## src/rtl/sdc_pkg.sv

```systemverilog
package sdc_pkg;

  // Host word to memory beat geometry.
  localparam int SDC_BEATS_PER_WORD = 4;
  localparam int SDC_BEAT_W = 72;
  localparam int SDC_PAYLOAD_W = 64;
  localparam int SDC_PAD_W = 8;
  localparam int SDC_POW2_CAP_W = 256;

  // Register map of the plain register port.
  localparam int SDC_REG_ADDR_W = 4;
  localparam logic [3:0] SDC_OFF_CTRL = 4'h0;
  localparam logic [3:0] SDC_OFF_APD_CYCLES = 4'h4;
  localparam logic [3:0] SDC_OFF_STATUS = 4'h8;

  // Field positions.
  localparam int SDC_CTRL_APD_EN_BIT = 0;
  localparam int SDC_STAT_PD_BIT = 0;
  localparam int SDC_STAT_SR_BIT = 1;
  localparam int SDC_STAT_DPD_BIT = 2;
  localparam int SDC_STAT_BUSY_BIT = 3;

  // Values after reset and limits of the idle threshold.
  localparam logic SDC_APD_EN_RESET = 1'b0;
  localparam int SDC_APD_CNT_W = 16;
  localparam logic [15:0] SDC_APD_CYCLES_RESET = 16'h0010;
  localparam logic [15:0] SDC_APD_CYCLES_MIN = 16'h0001;
  localparam logic [15:0] SDC_APD_CYCLES_MAX = 16'hffff;

  // Commands handed to the memory sequencer.
  typedef enum logic [3:0] {
    CMD_NOP,
    CMD_WRITE,
    CMD_READ,
    CMD_PD_ENTER,
    CMD_PD_EXIT,
    CMD_SR_ENTER,
    CMD_SR_EXIT,
    CMD_DPD_ENTER,
    CMD_DPD_EXIT
  } sdc_cmd_type;

  // Controller states.
  typedef enum logic [2:0] {
    ST_ACTIVE,
    ST_WRITE,
    ST_READ,
    ST_PD,
    ST_SR,
    ST_DPD
  } sdc_state_type;

  // Largest power of two not above n.
  function automatic int sdc_pow2_floor(input int n);
    int p;
    p = 1;
    while (p * 2 <= n) begin
      p = p * 2;
    end
    return p;
  endfunction

endpackage

```

## src/rtl/sdc_beat_pack.sv

```systemverilog
`timescale 1ns/1ps
module sdc_beat_pack import sdc_pkg::*; #(
  parameter bit BYTE_EN_EN = 1'b1,
  parameter bit DM_EN = 1'b1
) (
  // Host word and its byte mask.
  input wire logic [SDC_POW2_CAP_W-1:0] word,
  input wire logic [SDC_POW2_CAP_W/8-1:0] byte_en,
  // Beat select.
  input wire logic [1:0] idx,
  // Memory beat.
  output logic [SDC_BEAT_W-1:0] beat,
  output logic [SDC_BEAT_W/8-1:0] dm
);

  logic [SDC_PAYLOAD_W-1:0] payload;
  logic [SDC_PAYLOAD_W/8-1:0] lane_en;

  // Slice the selected 64-bit quarter, lowest quarter first.
  always_comb begin
    payload = word[idx*SDC_PAYLOAD_W +: SDC_PAYLOAD_W];
    lane_en = byte_en[idx*(SDC_PAYLOAD_W/8) +: SDC_PAYLOAD_W/8];
  end

  // The pad byte is always zero and never masked, so it is written like any other byte.
  always_comb begin
    beat = {{SDC_PAD_W{1'b0}}, payload};
    if (BYTE_EN_EN && DM_EN) begin
      dm = {1'b0, ~lane_en};
    end else begin
      dm = '0;
    end
  end

endmodule // sdc_beat_pack

```

## src/rtl/sdc_ctrl.sv

```systemverilog
`timescale 1ns/1ps
// Overview of operation
// - With the power-of-two option the host data width is rounded down to a power of two.
// - With that option the host data buses are never wider than 256 bits.
// - Each 256-bit host transfer is carried out as four consecutive 72-bit memory beats.
// - Every beat drives its top 8 bits as zero and carries the payload in its low 64 bits.
// - The four beats of one host word form a whole burst of 4 or half of a burst of 8.
// - A maximum host burst length sets the largest burst and the burst-count width.
// - With byte enables on, the host byte mask drives the data-mask pins, which must exist.
// - Without byte enables every byte is enabled and the mask pins stay unmasked.
// - Host address width and host data width are parameters that size the host bus.
// - With self-refresh controls on, a top-level request decides entry and exit.
// - Deep power-down requests exist only for LPDDR2 memory and choose its entry.
// - With auto power-down on, the memory enters power-down after the set idle cycles.
// - The idle threshold takes values from 1 to 65535 controller cycles.
module sdc_ctrl import sdc_pkg::*; #(
  parameter int ADDR_W = 25,
  parameter int NAT_DATA_W = 288,
  parameter bit POW2_EN = 1'b1,
  parameter int MAX_BURST = 64,
  parameter bit BYTE_EN_EN = 1'b1,
  parameter bit DM_EN = 1'b1,
  parameter int MEM_BL = 8,
  parameter bit SR_EN = 1'b1,
  parameter bit IS_LPDDR2 = 1'b0,
  parameter bit DPD_EN = 1'b0,
  parameter bit APD_EN = 1'b1,
  localparam int POW2_W = sdc_pow2_floor(NAT_DATA_W),
  localparam int HOST_DATA_W = POW2_EN ?
    ((POW2_W > SDC_POW2_CAP_W) ? SDC_POW2_CAP_W : POW2_W) : NAT_DATA_W,
  localparam int BCW = $clog2(MAX_BURST) + 1
) (
  // Clock, reset and enable.
  input wire logic clk,
  input wire logic rstn,
  input wire logic ce,
  // Register port.
  input wire logic [SDC_REG_ADDR_W-1:0] reg_addr,
  input wire logic [31:0] reg_wdata,
  input wire logic reg_write,
  input wire logic reg_read,
  output logic [31:0] reg_rdata,
  // Host bus.
  input wire logic [ADDR_W-1:0] host_addr,
  input wire logic [HOST_DATA_W-1:0] host_wdata,
  input wire logic [HOST_DATA_W/8-1:0] host_byte_mask,
  input wire logic [BCW-1:0] host_burst_count,
  input wire logic host_write_req,
  input wire logic host_read_req,
  output logic host_wait_req,
  output logic [HOST_DATA_W-1:0] host_rdata,
  output logic host_rdata_valid,
  // Low-power requests and status.
  input wire logic sr_req,
  input wire logic dpd_req,
  output logic pd_active,
  output logic sr_active,
  output logic dpd_active,
  // Memory sequencer side.
  output sdc_cmd_type mem_cmd,
  output logic [ADDR_W-1:0] mem_cmd_addr,
  output logic [BCW-1:0] mem_cmd_burst,
  output logic mem_beat_valid,
  output logic mem_beat_first,
  output logic [SDC_BEAT_W-1:0] mem_wdata,
  output logic [SDC_BEAT_W/8-1:0] memory_write_mask_pins,
  input wire logic [SDC_BEAT_W-1:0] mem_rdata,
  input wire logic mem_rdata_valid
);

  localparam bit DPD_OK = DPD_EN && IS_LPDDR2;

  // Refuse builds that the controller cannot serve.
  if (HOST_DATA_W != SDC_BEATS_PER_WORD * SDC_PAYLOAD_W) begin : g_bad_width
    $error("Host data width must come to four 64-bit beats");
  end
  if (BYTE_EN_EN && !DM_EN) begin : g_bad_be
    $error("Byte enables need the data-mask pins");
  end
  if (DPD_EN && !IS_LPDDR2) begin : g_bad_dpd
    $error("Deep power-down is offered for LPDDR2 only");
  end
  if (MEM_BL != 4 && MEM_BL != 8) begin : g_bad_bl
    $error("Memory burst length must be 4 or 8");
  end
  if (MAX_BURST < 1 || ADDR_W < 1) begin : g_bad_burst
    $error("Burst length and address width must be positive");
  end

  sdc_state_type state_ff, nxt_state;
  sdc_cmd_type nxt_cmd;
  logic shifting_ff, nxt_shifting;
  logic [1:0] beat_idx_ff;
  logic [BCW-1:0] words_left_ff, nxt_words_left;
  logic [HOST_DATA_W-1:0] wword_ff;
  logic [HOST_DATA_W/8-1:0] wmask_ff;
  logic half_ff;
  logic word_first_ff;
  logic [BCW+1:0] rd_left_ff;
  logic [1:0] rd_idx_ff;
  logic [HOST_DATA_W-1:0] rbuf_ff;
  logic nxt_wait;
  logic [SDC_APD_CNT_W-1:0] idle_cnt_ff;
  logic apd_en_ff;
  logic [SDC_APD_CNT_W-1:0] apd_cycles_ff;
  logic take_wr, take_rd, any_req, apd_go;
  logic [BCW-1:0] burst_eff;
  logic [SDC_BEAT_W-1:0] beat;
  logic [SDC_BEAT_W/8-1:0] beat_dm;

  // A request is taken only while the registered wait request is low.
  assign take_wr = host_write_req && !host_wait_req;
  assign take_rd = host_read_req && !host_wait_req && !host_write_req;
  assign any_req = host_write_req || host_read_req;
  assign burst_eff = (host_burst_count == '0) ? BCW'(1) : host_burst_count;
  assign apd_go = APD_EN && apd_en_ff && (idle_cnt_ff >= apd_cycles_ff);

  // Next state and command; host service outranks low-power entry.
  always_comb begin
    nxt_state = state_ff;
    nxt_cmd = CMD_NOP;
    case (state_ff)
      ST_ACTIVE: begin
        if (take_wr) begin
          nxt_state = ST_WRITE;
          nxt_cmd = CMD_WRITE;
        end else if (take_rd) begin
          nxt_state = ST_READ;
          nxt_cmd = CMD_READ;
        end else if (DPD_OK && dpd_req) begin
          nxt_state = ST_DPD;
          nxt_cmd = CMD_DPD_ENTER;
        end else if (SR_EN && sr_req) begin
          nxt_state = ST_SR;
          nxt_cmd = CMD_SR_ENTER;
        end else if (!any_req && apd_go) begin
          nxt_state = ST_PD;
          nxt_cmd = CMD_PD_ENTER;
        end
      end
      ST_WRITE: begin
        if (!shifting_ff && words_left_ff == '0) begin
          nxt_state = ST_ACTIVE;
        end
      end
      ST_READ: begin
        if (rd_left_ff == '0) begin
          nxt_state = ST_ACTIVE;
        end
      end
      ST_PD: begin
        if (any_req || (SR_EN && sr_req) || (DPD_OK && dpd_req)) begin
          nxt_state = ST_ACTIVE;
          nxt_cmd = CMD_PD_EXIT;
        end
      end
      ST_SR: begin
        if (!sr_req) begin
          nxt_state = ST_ACTIVE;
          nxt_cmd = CMD_SR_EXIT;
        end
      end
      ST_DPD: begin
        if (!dpd_req) begin
          nxt_state = ST_ACTIVE;
          nxt_cmd = CMD_DPD_EXIT;
        end
      end
      default: begin
        nxt_state = ST_ACTIVE;
      end
    endcase
  end

  // Beat shifter and word count of a write burst.
  always_comb begin
    nxt_shifting = shifting_ff;
    nxt_words_left = words_left_ff;
    if (take_wr) begin
      nxt_shifting = 1'b1;
      nxt_words_left = (state_ff == ST_ACTIVE) ? burst_eff - BCW'(1) : words_left_ff - BCW'(1);
    end else if (shifting_ff && beat_idx_ff == 2'(SDC_BEATS_PER_WORD - 1)) begin
      nxt_shifting = 1'b0;
    end
  end

  // Wait stays high in every state except idle active and between write words.
  always_comb begin
    nxt_wait = !((nxt_state == ST_ACTIVE && nxt_cmd == CMD_NOP) ||
                 (nxt_state == ST_WRITE && !nxt_shifting && nxt_words_left != '0));
  end

  // Controller state and power status flags.
  always_ff @(posedge clk or negedge rstn) begin
    if (!rstn) begin
      state_ff <= ST_ACTIVE;
      host_wait_req <= 1'b1;
      pd_active <= 1'b0;
      sr_active <= 1'b0;
      dpd_active <= 1'b0;
    end else if (ce) begin
      state_ff <= nxt_state;
      host_wait_req <= nxt_wait;
      pd_active <= (nxt_state == ST_PD);
      sr_active <= (nxt_state == ST_SR);
      dpd_active <= (nxt_state == ST_DPD);
    end
  end

  // Command port toward the sequencer, one cycle per command.
  always_ff @(posedge clk or negedge rstn) begin
    if (!rstn) begin
      mem_cmd <= CMD_NOP;
      mem_cmd_addr <= '0;
      mem_cmd_burst <= '0;
    end else if (ce) begin
      mem_cmd <= nxt_cmd;
      if (nxt_cmd == CMD_WRITE || nxt_cmd == CMD_READ) begin
        mem_cmd_addr <= host_addr;
        mem_cmd_burst <= burst_eff;
      end
    end
  end

  // Write word capture and beat counter.
  always_ff @(posedge clk or negedge rstn) begin
    if (!rstn) begin
      shifting_ff <= 1'b0;
      beat_idx_ff <= 2'h0;
      words_left_ff <= '0;
      wword_ff <= '0;
      wmask_ff <= '0;
      word_first_ff <= 1'b0;
      half_ff <= 1'b0;
    end else if (ce) begin
      shifting_ff <= nxt_shifting;
      words_left_ff <= nxt_words_left;
      if (take_wr) begin
        wword_ff <= host_wdata;
        wmask_ff <= BYTE_EN_EN ? host_byte_mask : '1;
        beat_idx_ff <= 2'h0;
        word_first_ff <= 1'b1;
        half_ff <= (state_ff == ST_ACTIVE) ? 1'b0 : ~half_ff;
      end else if (shifting_ff) begin
        beat_idx_ff <= beat_idx_ff + 2'h1;
        word_first_ff <= 1'b0;
      end
    end
  end

  // Beat slicer; combinational so the output flops below stay the only stage.
  sdc_beat_pack #(
    .BYTE_EN_EN(BYTE_EN_EN),
    .DM_EN(DM_EN)
  ) u_pack (
    .word(wword_ff),
    .byte_en(wmask_ff),
    .idx(beat_idx_ff),
    .beat(beat),
    .dm(beat_dm)
  );

  // Registered memory beat; a burst of 8 starts only on even words.
  always_ff @(posedge clk or negedge rstn) begin
    if (!rstn) begin
      mem_beat_valid <= 1'b0;
      mem_beat_first <= 1'b0;
      mem_wdata <= '0;
      memory_write_mask_pins <= '0;
    end else if (ce) begin
      mem_beat_valid <= shifting_ff;
      mem_beat_first <= shifting_ff && word_first_ff && (MEM_BL == 4 || !half_ff);
      mem_wdata <= shifting_ff ? beat : '0;
      memory_write_mask_pins <= shifting_ff ? beat_dm : '0;
    end
  end

  // Read beats are gathered four at a time into one host word.
  always_ff @(posedge clk or negedge rstn) begin
    if (!rstn) begin
      rd_left_ff <= '0;
      rd_idx_ff <= 2'h0;
      rbuf_ff <= '0;
      host_rdata <= '0;
      host_rdata_valid <= 1'b0;
    end else if (ce) begin
      host_rdata_valid <= 1'b0;
      if (take_rd) begin
        rd_left_ff <= (BCW+2)'(burst_eff) << 2;
        rd_idx_ff <= 2'h0;
      end else if (state_ff == ST_READ && mem_rdata_valid && rd_left_ff != '0) begin
        rd_left_ff <= rd_left_ff - (BCW+2)'(1);
        rd_idx_ff <= rd_idx_ff + 2'h1;
        rbuf_ff[rd_idx_ff*SDC_PAYLOAD_W +: SDC_PAYLOAD_W] <= mem_rdata[SDC_PAYLOAD_W-1:0];
        if (rd_idx_ff == 2'h3) begin
          host_rdata <= {mem_rdata[SDC_PAYLOAD_W-1:0], rbuf_ff[3*SDC_PAYLOAD_W-1:0]};
          host_rdata_valid <= 1'b1;
        end
      end
    end
  end

  // Idle counter saturates so a long quiet spell cannot wrap back below the threshold.
  always_ff @(posedge clk or negedge rstn) begin
    if (!rstn) begin
      idle_cnt_ff <= '0;
    end else if (ce) begin
      if (any_req || nxt_cmd != CMD_NOP || state_ff != ST_ACTIVE || mem_rdata_valid) begin
        idle_cnt_ff <= '0;
      end else if (idle_cnt_ff != SDC_APD_CYCLES_MAX) begin
        idle_cnt_ff <= idle_cnt_ff + 16'h0001;
      end
    end
  end

  // Register writes; a threshold of zero is raised to the least legal value.
  always_ff @(posedge clk or negedge rstn) begin
    if (!rstn) begin
      apd_en_ff <= SDC_APD_EN_RESET;
      apd_cycles_ff <= SDC_APD_CYCLES_RESET;
    end else if (ce && reg_write) begin
      if (reg_addr == SDC_OFF_CTRL) begin
        apd_en_ff <= reg_wdata[SDC_CTRL_APD_EN_BIT];
      end
      if (reg_addr == SDC_OFF_APD_CYCLES) begin
        apd_cycles_ff <= (reg_wdata[15:0] == 16'h0000) ?
          SDC_APD_CYCLES_MIN : reg_wdata[15:0];
      end
    end
  end

  // Register reads answer one cycle later; unmapped offsets read as zero.
  always_ff @(posedge clk or negedge rstn) begin
    if (!rstn) begin
      reg_rdata <= 32'h0000_0000;
    end else if (ce) begin
      reg_rdata <= 32'h0000_0000;
      if (reg_read) begin
        case (reg_addr)
          SDC_OFF_CTRL: reg_rdata[SDC_CTRL_APD_EN_BIT] <= apd_en_ff;
          SDC_OFF_APD_CYCLES: reg_rdata[15:0] <= apd_cycles_ff;
          SDC_OFF_STATUS: begin
            reg_rdata[SDC_STAT_PD_BIT] <= pd_active;
            reg_rdata[SDC_STAT_SR_BIT] <= sr_active;
            reg_rdata[SDC_STAT_DPD_BIT] <= dpd_active;
            reg_rdata[SDC_STAT_BUSY_BIT] <= (state_ff == ST_WRITE || state_ff == ST_READ);
          end
          default: reg_rdata <= 32'h0000_0000;
        endcase
      end
    end
  end

  // Checks next to the logic they guard.
  a_pad_zero: assert property (@(posedge clk) disable iff (!rstn || !ce)
    mem_beat_valid |-> mem_wdata[SDC_BEAT_W-1:SDC_PAYLOAD_W] == 8'h00)
    else $error("Pad byte of a memory beat is not zero");

  a_four_beats: assert property (@(posedge clk) disable iff (!rstn || !ce)
    take_wr |=> ##1 mem_beat_valid [*4] ##1 !mem_beat_valid)
    else $error("Host write word did not give exactly four beats");

  // The pad lane is never masked; without byte enables no lane is masked at all.
  a_mask_clear: assert property (@(posedge clk) disable iff (!rstn || !ce)
    mem_beat_valid |-> !memory_write_mask_pins[SDC_BEAT_W/8-1] &&
      (BYTE_EN_EN || memory_write_mask_pins == '0))
    else $error("Mask pins asserted on an enabled byte");

  a_burst_start: assert property (@(posedge clk) disable iff (!rstn || !ce)
    mem_beat_first |-> mem_beat_valid && !$past(mem_beat_valid))
    else $error("Burst start not on the first beat of a word");

  a_wait_lowpwr: assert property (@(posedge clk) disable iff (!rstn || !ce)
    (pd_active || sr_active || dpd_active) |-> host_wait_req)
    else $error("Host taken while memory is in a low-power state");

  a_apd_count: assert property (@(posedge clk) disable iff (!rstn || !ce)
    $rose(pd_active) |-> $past(idle_cnt_ff) >= $past(apd_cycles_ff) && $past(apd_en_ff))
    else $error("Power-down entered before the idle threshold");

  a_apd_range: assert property (@(posedge clk) disable iff (!rstn || !ce)
    apd_cycles_ff != 16'h0000)
    else $error("Idle threshold below one cycle");

  a_pd_exit: assert property (@(posedge clk) disable iff (!rstn || !ce)
    (pd_active && any_req) |=> mem_cmd == CMD_PD_EXIT && !pd_active ##1 !host_wait_req)
    else $error("Power-down not left on a host request");

  a_idle_reset: assert property (@(posedge clk) disable iff (!rstn || !ce)
    any_req |=> idle_cnt_ff == '0)
    else $error("Idle count not restarted by a request");

  a_sr_follow: assert property (@(posedge clk) disable iff (!rstn || !ce)
    (sr_active && !sr_req) |=> mem_cmd == CMD_SR_EXIT && !sr_active)
    else $error("Self-refresh not left when the request fell");

  // A build without the deep power-down option must ignore its request line.
  a_dpd_lpddr2: assert property (@(posedge clk) disable iff (!rstn || !ce)
    (dpd_req && !DPD_OK) |=> !dpd_active && mem_cmd != CMD_DPD_ENTER)
    else $error("Deep power-down entered on a build without it");

endmodule // sdc_ctrl

```

## config.mk

```make
export PLATFORM = sky130hd
export DESIGN_NAME = sdc_ctrl
export DESIGN_NICKNAME = d
export VERILOG_FILES = /design/src/rtl/sdc_pkg.sv /design/src/rtl/sdc_beat_pack.sv /design/src/rtl/sdc_ctrl.sv
export SDC_FILE = /design/constraint.sdc
export NUM_CORES = 2
export LEC_CHECK = 0
export BUFFER_PORTS_ARGS = -buffer_cell sky130_fd_sc_hd__buf_2
export CORE_AREA = 2 2 327 329
export CTS_CLUSTER_SIZE = 40
export DETAILED_ROUTE_END_ITERATION = 10
export DIE_AREA = 0 0 329 331
export PLACE_DENSITY = 0.7
export SLEW_MARGIN = 0
export SYNTH_ARGS = -nofsm -noshare
export SYNTH_HDL_FRONTEND = slang
export SYNTH_SLANG_ARGS = --single-unit
```

## constraint.sdc

```tcl
create_clock -name clk -period 2.7 [get_ports clk]
set_clock_uncertainty 0.05 [all_clocks]
set_input_delay 0.81 -clock clk [delete_from_list [all_inputs] [get_ports clk]]
set_output_delay 0.81 -clock clk [all_outputs]
set_load 0.03 [all_outputs]
```

Yosys cells after proc, flatten, opt, wreduce, memory -nomap -nowiden --
Index checks and enable logic that the tools add are counted.
Cells by class: add/sub/neg operators 7, magnitude comparators 1, equal/unequal tests 16, shift operators 4, muxes and demuxes 45, bitwise logic cells 3, reduce and logical (&&, ||, !) cells 54
Operators by type and width (number):
- bitwise mux 256 bit | 1
- variable shift 64 x 34 -> 256 bit, first input constant | 1
- indexed part select 256 x 9 -> 64 bit | 1
- indexed part select 64 x 34 -> 256 bit | 1
- two-way mux 16 bit | 4
- two-way mux 64 bit | 1
- two-way mux 3 bit | 13
- negator 8 -> 34 bit | 1
- indexed part select 32 x 6 -> 8 bit | 1
- two-way mux 7 bit | 3
- two-way mux 9 bit | 2
- one-hot mux 3 bit (6 select lines) | 1
- adder 16 x 1 -> 16 bit, second input constant | 1
- greater-or-equal comparator 16 bit | 1
- zero test 16 bit | 1
- != test 16 bit, second input constant | 1
- one-hot mux 4 bit (4 select lines) | 1
- logical AND 1 bit | 15
- zero test 7 bit | 2
- AND reduction 2 bit | 7
- subtractor 7 x 1 -> 7 bit, second input constant | 2
- == test 3 bit, second input constant | 4
- two-way mux 12 bit | 1
- two-way mux 2 bit | 5
- 28 further kinds | 59
Word-level totals: bits in registers 1015, input port bits 438, output and inout port bits 412, word-level logic and storage cells 158

Depth between registers and ports, before layout --
depth in word-level cells 14, gate-level depth with buffers 11

Hierarchy --
A second synthesis with hierarchy kept.
Second synthesis, totals: cells, all modules 3494, area, all modules 38976.1 sq um
Modules (own cells, without submodules):
- sdc_ctrl | times used 1, cells an instance 3388, area each 36867.9 sq um, sequential area each 23399.9 sq um
- sdc_beat_pack | times used 1, cells an instance 106, area each 2108.3 sq um, sequential area each 0.0 sq um

Least setup slack after synthesis --
OpenSTA, ideal clock, no wires.
kind input to register, from input port host_write_req, to register mem_cmd_addr[0], setup time 0.125 ns, data arrival time 2.704 ns, path slack -0.179 ns, stages 8, cells stage by stage clkbuf_2 > or3_1 > a211oi_2 > nand3_1 > or2_0 > o32a_4 > buf_6 > mux2_4
Between the ends: cells in the longest elaborated chain, start to end 11
Ends and longest elaborated chain:
- from (decl) | RTL line sdc_ctrl.sv:48 | input wire logic host_write_req,
- logical OR 1 bit | RTL line sdc_ctrl.sv:114 | assign any_req = host_write_req || host_read_req;
- zero test 1 bit | RTL line sdc_ctrl.sv:136 | end else if (!any_req && apd_go) begin
- logical AND 1 bit | RTL line sdc_ctrl.sv:136
- two-way mux 2 bit | RTL line sdc_ctrl.sv:136
- two-way mux 3 bit | RTL line sdc_ctrl.sv:133 | end else if (SR_EN && sr_req) begin
- two-way mux 3 bit | RTL line sdc_ctrl.sv:127 | end else if (take_rd) begin
- two-way mux 4 bit | RTL line sdc_ctrl.sv:124 | if (take_wr) begin
- one-hot mux 4 bit (4 select lines) * | RTL line sdc_ctrl.sv:122 | case (state_ff)
- == test 4 x 1 -> 1 bit / == test 4 x 2 -> 1 bit (equally long branches) | RTL line sdc_ctrl.sv:218 | if (nxt_cmd == CMD_WRITE || nxt_cmd == CMD_READ) begin
- logical OR 1 bit * | RTL line sdc_ctrl.sv:218
- AND reduction 2 bit (no source line) *
- to (signal assigned) | RTL line sdc_ctrl.sv:219 | mem_cmd_addr <= host_addr;
- to (decl) | RTL line sdc_ctrl.sv:61 | output logic [ADDR_W-1:0] mem_cmd_addr,
Every way passes the cells marked *; elsewhere a longest branch is shown, timed or not. A chain may end at the register's enable or synchronous reset.

Final worst setup path --
from register idle_cnt_ff[15], to register mem_cmd_addr[13]
Between the ends: cells in the longest elaborated chain, start to end 11
Ends and longest elaborated chain:
- from (decl) | RTL line sdc_ctrl.sv:103 | logic [SDC_APD_CNT_W-1:0] idle_cnt_ff;
- from (signal assigned) | RTL line sdc_ctrl.sv:311 | idle_cnt_ff <= idle_cnt_ff + 16'h0001;
- greater-or-equal comparator 16 bit * | RTL line sdc_ctrl.sv:116 | assign apd_go = APD_EN && apd_en_ff && (idle_cnt_ff >= apd_cycles_ff);
- logical AND 1 bit * | RTL line sdc_ctrl.sv:116
- logical AND 1 bit * | RTL line sdc_ctrl.sv:136
- two-way mux 2 bit * | RTL line sdc_ctrl.sv:136
- two-way mux 3 bit * | RTL line sdc_ctrl.sv:133
- two-way mux 3 bit * | RTL line sdc_ctrl.sv:127
- two-way mux 4 bit * | RTL line sdc_ctrl.sv:124
- one-hot mux 4 bit (4 select lines) * | RTL line sdc_ctrl.sv:122
- == test 4 x 1 -> 1 bit / == test 4 x 2 -> 1 bit (equally long branches) | RTL line sdc_ctrl.sv:218
- logical OR 1 bit * | RTL line sdc_ctrl.sv:218
- AND reduction 2 bit (no source line) *
Marks and branches as above.

==> results.sh <==
export IMPL_die_x_um=329
export IMPL_syn_to_final_growth_pct=27.29
export IMPL_vias=29180
export IMPL_path_clk_slew_ns=0.06
export IMPL_peakVddDrop_v=0.0007652
export IMPL_fin_util_pct=47.70
export IMPL_synthFlopType="dfrtp_1"
export IMPL_dr_pass1_iters=5
export IMPL_synth_fa_ha_area_share_pct=0.7951
export IMPL_synth_area_top_cells="dfrtp_1 (59%), nand2_1 (12%), mux2_4 (9.8%), mux4_2 (4.1%), o21ai_0 (2.9%)"
export IMPL_avgSynthCellArea_um2=11.31
export IMPL_placed_cell_area_um2=46090
export IMPL_yosysTopAreaCell="dfrtp_1"
export IMPL_ant_nets=0
export IMPL_layout_drive_gt1_share_pct=35.97
export IMPL_clockBufferDepth=3
export IMPL_ys_ff_latch=926
export IMPL_die_area_um2=108900
export IMPL_grt_first_pass_wirelength_um=173800
export IMPL_syn_cell_area_um2=39340
export IMPL_synth_cell_type_count=68
export IMPL_port_buffers=800
export IMPL_core_um2=105000
export IMPL_ys_warn_count=0
export IMPL_synth_xor_area_share_pct=0.02226
export IMPL_rr_startpoint="idle_cnt_ff[15]"
export IMPL_cp_end_kind="register"
export IMPL_post_route_period_util_pct=111.8
export IMPL_startpoint_type="register"
export IMPL_muxShareOfSynthArea_pct=15.47
export IMPL_crit_fanout=7
export IMPL_worstMarginPinSlew_ns=0.5861
export IMPL_initial_core_util_pct=37.48
export IMPL_rows=119
export IMPL_clock_sinks=926
export IMPL_postSynthCellCount=3479
export IMPL_finalHoldViolations=0
export IMPL_cellPowerDensity_nw_per_um2=963.7
export IMPL_synth_simple_area_share_pct=14.49
export IMPL_finalNonFillerCells=5866
export IMPL_wl_per_cell_um=19.65
export IMPL_fin_area_um2=50080
export IMPL_cp_required_ns=3.17
export IMPL_synth_top_family_by_area="multiplexers"
export IMPL_drtIter0Drc=2014
export IMPL_ys_seq_area_share_pct=58.91
export IMPL_htree_num_levels=3
export IMPL_clock_fmax_mhz=331.3
export IMPL_place_congestion=0.8562
export IMPL_multi_input_area_um2=15020
export IMPL_nFillCells=9327
export IMPL_clk_latency_ns=0.68
export IMPL_synth_edf_count=0
export IMPL_grt_max_degree=79
export IMPL_crit_end="mem_cmd_addr[13]"
export IMPL_relSlewSlack_pct=60.93
export IMPL_route_detailed_drc=0
export IMPL_final_nets=4834
export IMPL_grt_setup_unrepaired="true"
export IMPL_finalSetupViolations=38
export IMPL_root_buffer="clkbuf_16"
export IMPL_track_usage_pct=20.46
export IMPL_synth_compound_area_share_pct=6.784
export IMPL_grt_pass1_vias=29278
export IMPL_cp_arrival_ns=3.48
export IMPL_overflow=0
export IMPL_slew_viol_final=0
export IMPL_cts_made_buffers=98
export IMPL_dpl_hpwl_um=81430
export IMPL_run_status="complete, but fails checks"
export IMPL_cts_tree="done"
export IMPL_whs_ns=0.07627
export IMPL_rrSetupSlack_ns=-0.32
export IMPL_vias_per_cell=4.974
export IMPL_setup_tns_ns=-9.042
export IMPL_routed_wl_um=115300
export IMPL_antenna_found_initial=28
export IMPL_ctsHoldBuffers=0
export IMPL_postLayoutSetupSlackWorst_ns=-0.3188
export IMPL_regArea_um2=23180
export IMPL_crit_type="register to register"
export IMPL_async_flop_share_pct=100.0
export IMPL_fin_crit_ns=3.019
export IMPL_synth_top_area_share_pct=58.77
export IMPL_startpoint="idle_cnt_ff[15]"
export IMPL_io_pins=850
export IMPL_post_place_cells=5648
export IMPL_hold_class="input port to async pin"
export IMPL_violations="negative setup slack"
export IMPL_dieHeight_um=331
export IMPL_r2r_cells=9
export IMPL_p_leak_nw=25.64
export IMPL_maxCapViolCount=0
export IMPL_rr_endpoint="mem_cmd_addr[13]"
[synthesized netlist by cell type (3+ instances only)]
library cell / n
o211ai_1: 16
nor4b_1: 3
o221ai_1: 4
dfrtp_1: 924
mux2_2: 48
nand2_1: 1306
nand4_1: 8
nor2b_1: 4
nor3b_1: 4
mux2_4: 258
o311ai_0: 4
inv_1: 34
o2bb2ai_1: 13
ha_1: 25
a21oi_1: 37
nor3_1: 21
buf_4: 25
o21ai_0: 226
a22oi_1: 3
o2111ai_1: 8
buf_6: 30
nor4_1: 10
buf_1: 13
or2_2: 4
or3_1: 4
clkbuf_1: 156
a22o_1: 77
a41oi_1: 3
nand2b_1: 5
a21o_1: 3
mux2i_1: 5
or4_1: 3
nand3_1: 14
and2_1: 3
and3_1: 5
a32o_1: 3
a31oi_1: 9
nor2_1: 36
buf_2: 18
mux4_2: 72
[per-layer routing]
layer / wire (um) / vias up / global-route usage, % / part of all wire (%)
li1: - / 13432 / - / -
met1: 47350 / 14394 / 26.17 / 41
met5: 111 / - / 0 / 0.096
met4: 4808 / 18 / 9.311 / 4.2
met3: 8731 / 245 / 5.082 / 7.6
met2: 54290 / 1091 / 32.84 / 47
[what timing repair did]
item	4_1_cts	5_1_grt
cloned	0	6
pin swaps	2	6
setup endpoints to repair	59	87
gates resized for setup	9	18
buffers inserted	1	7
[worst min-delay path by stage]
stage	end	slack (ns)	cells past startpoint
floorplan	wmask_ff[16]	0.39	2
global placement	wword_ff[227]	0.40	2
detailed placement	wword_ff[158]	0.41	2
CTS	idle_cnt_ff[6]	0.03	1
global route	idle_cnt_ff[6]	0.05	1
finish	idle_cnt_ff[6]	0.08	1
[layout make-up]
cell class,count,area share [%]
Antenna cell,18,0.08995
Clock buffer,135,5.657
Clock inverter,51,1.564
Inverter,35,0.2674
Multi-Input combinational cell,2299,30.00
Sequential cell,926,46.29
Tap cell,1391,3.476
Timing Repair Buffer,1011,12.65
[registers in the layout (all words and copies together), names as in the netlist, 2 cells and up]
signal	cells
host_rdata	256
wword_ff	256
rbuf_ff	192
mem_wdata	64
wmask_ff	32
mem_cmd_addr	25
apd_cycles_ff	16
idle_cnt_ff	16
reg_rdata	16
rd_left_ff	9
memory_write_mask_pins	8
mem_cmd_burst	7
words_left_ff	7
mem_cmd	4
state_ff	3
beat_idx_ff	2
rd_idx_ff	2
[cells by family after synthesis]
| group | Yosys count |
|---|---|
| other | 1 |
| xor gates and xnor gates | 1 |
| and+or+nand+nor | 1443 |
| AOI/OAI and AO/OA | 422 |
| DFF | 926 |
| buffers and inverters | 278 |
| muxes | 383 |
| adders and majority gates | 25 |
[cells in the final DEF (no fill, tap or decap), types with 5 or more instances in the layout]
cell and instances:
buf_12 45, bufinv_16 14, clkbuf_1 14, o2bb2ai_1 13
o211ai_1 16, buf_2 799, mux2i_1 5, mux2_4 258
nand2_1 1302, a31oi_1 8, inv_1 33, clkinv_2 20
nand4_1 8, ha_1 21, nor4_1 9, nand3_1 14
mux4_2 72, clkinv_16 5, nand2b_1 5, and3_1 5
dfrtp_1 922, conb_1 25, clkbuf_16 104, o21ai_0 224
a21oi_1 37, clkinvlp_4 5, clkbuf_8 22, diode_2 18
buf_6 5, a22o_1 77, mux2_2 48, nor3_1 18
nor2_1 35, buf_4 152, o2111ai_1 8
[worst max-delay path, stage by stage (launching register included)]
cell and delay [ns]:
dfrtp_1 0.41, ha_4 0.29, nand4_1 0.14, nor3_2 0.25
buf_4 0.15, or4b_4 0.47, and4_4 0.17, o32a_4 0.41
buf_16 0.19, mux2_4 0.30
[metrics by stage]
step,total power [mW],setup WS (ns)
finish,48.26,-0.3188
CTS,48.52,-0.2804
global placement,33.13,-0.3504
global route,50.85,-0.4023
floorplan,28.53,-0.1556
detailed placement,33.61,-0.3454
[power by group]
group / internal, mW / switching (mW)
clock: 8.79 / 5.94
sequential: 17.6 / 2.47
combinational: 5.74 / 7.74
Power figures use the tool's default switching activity.
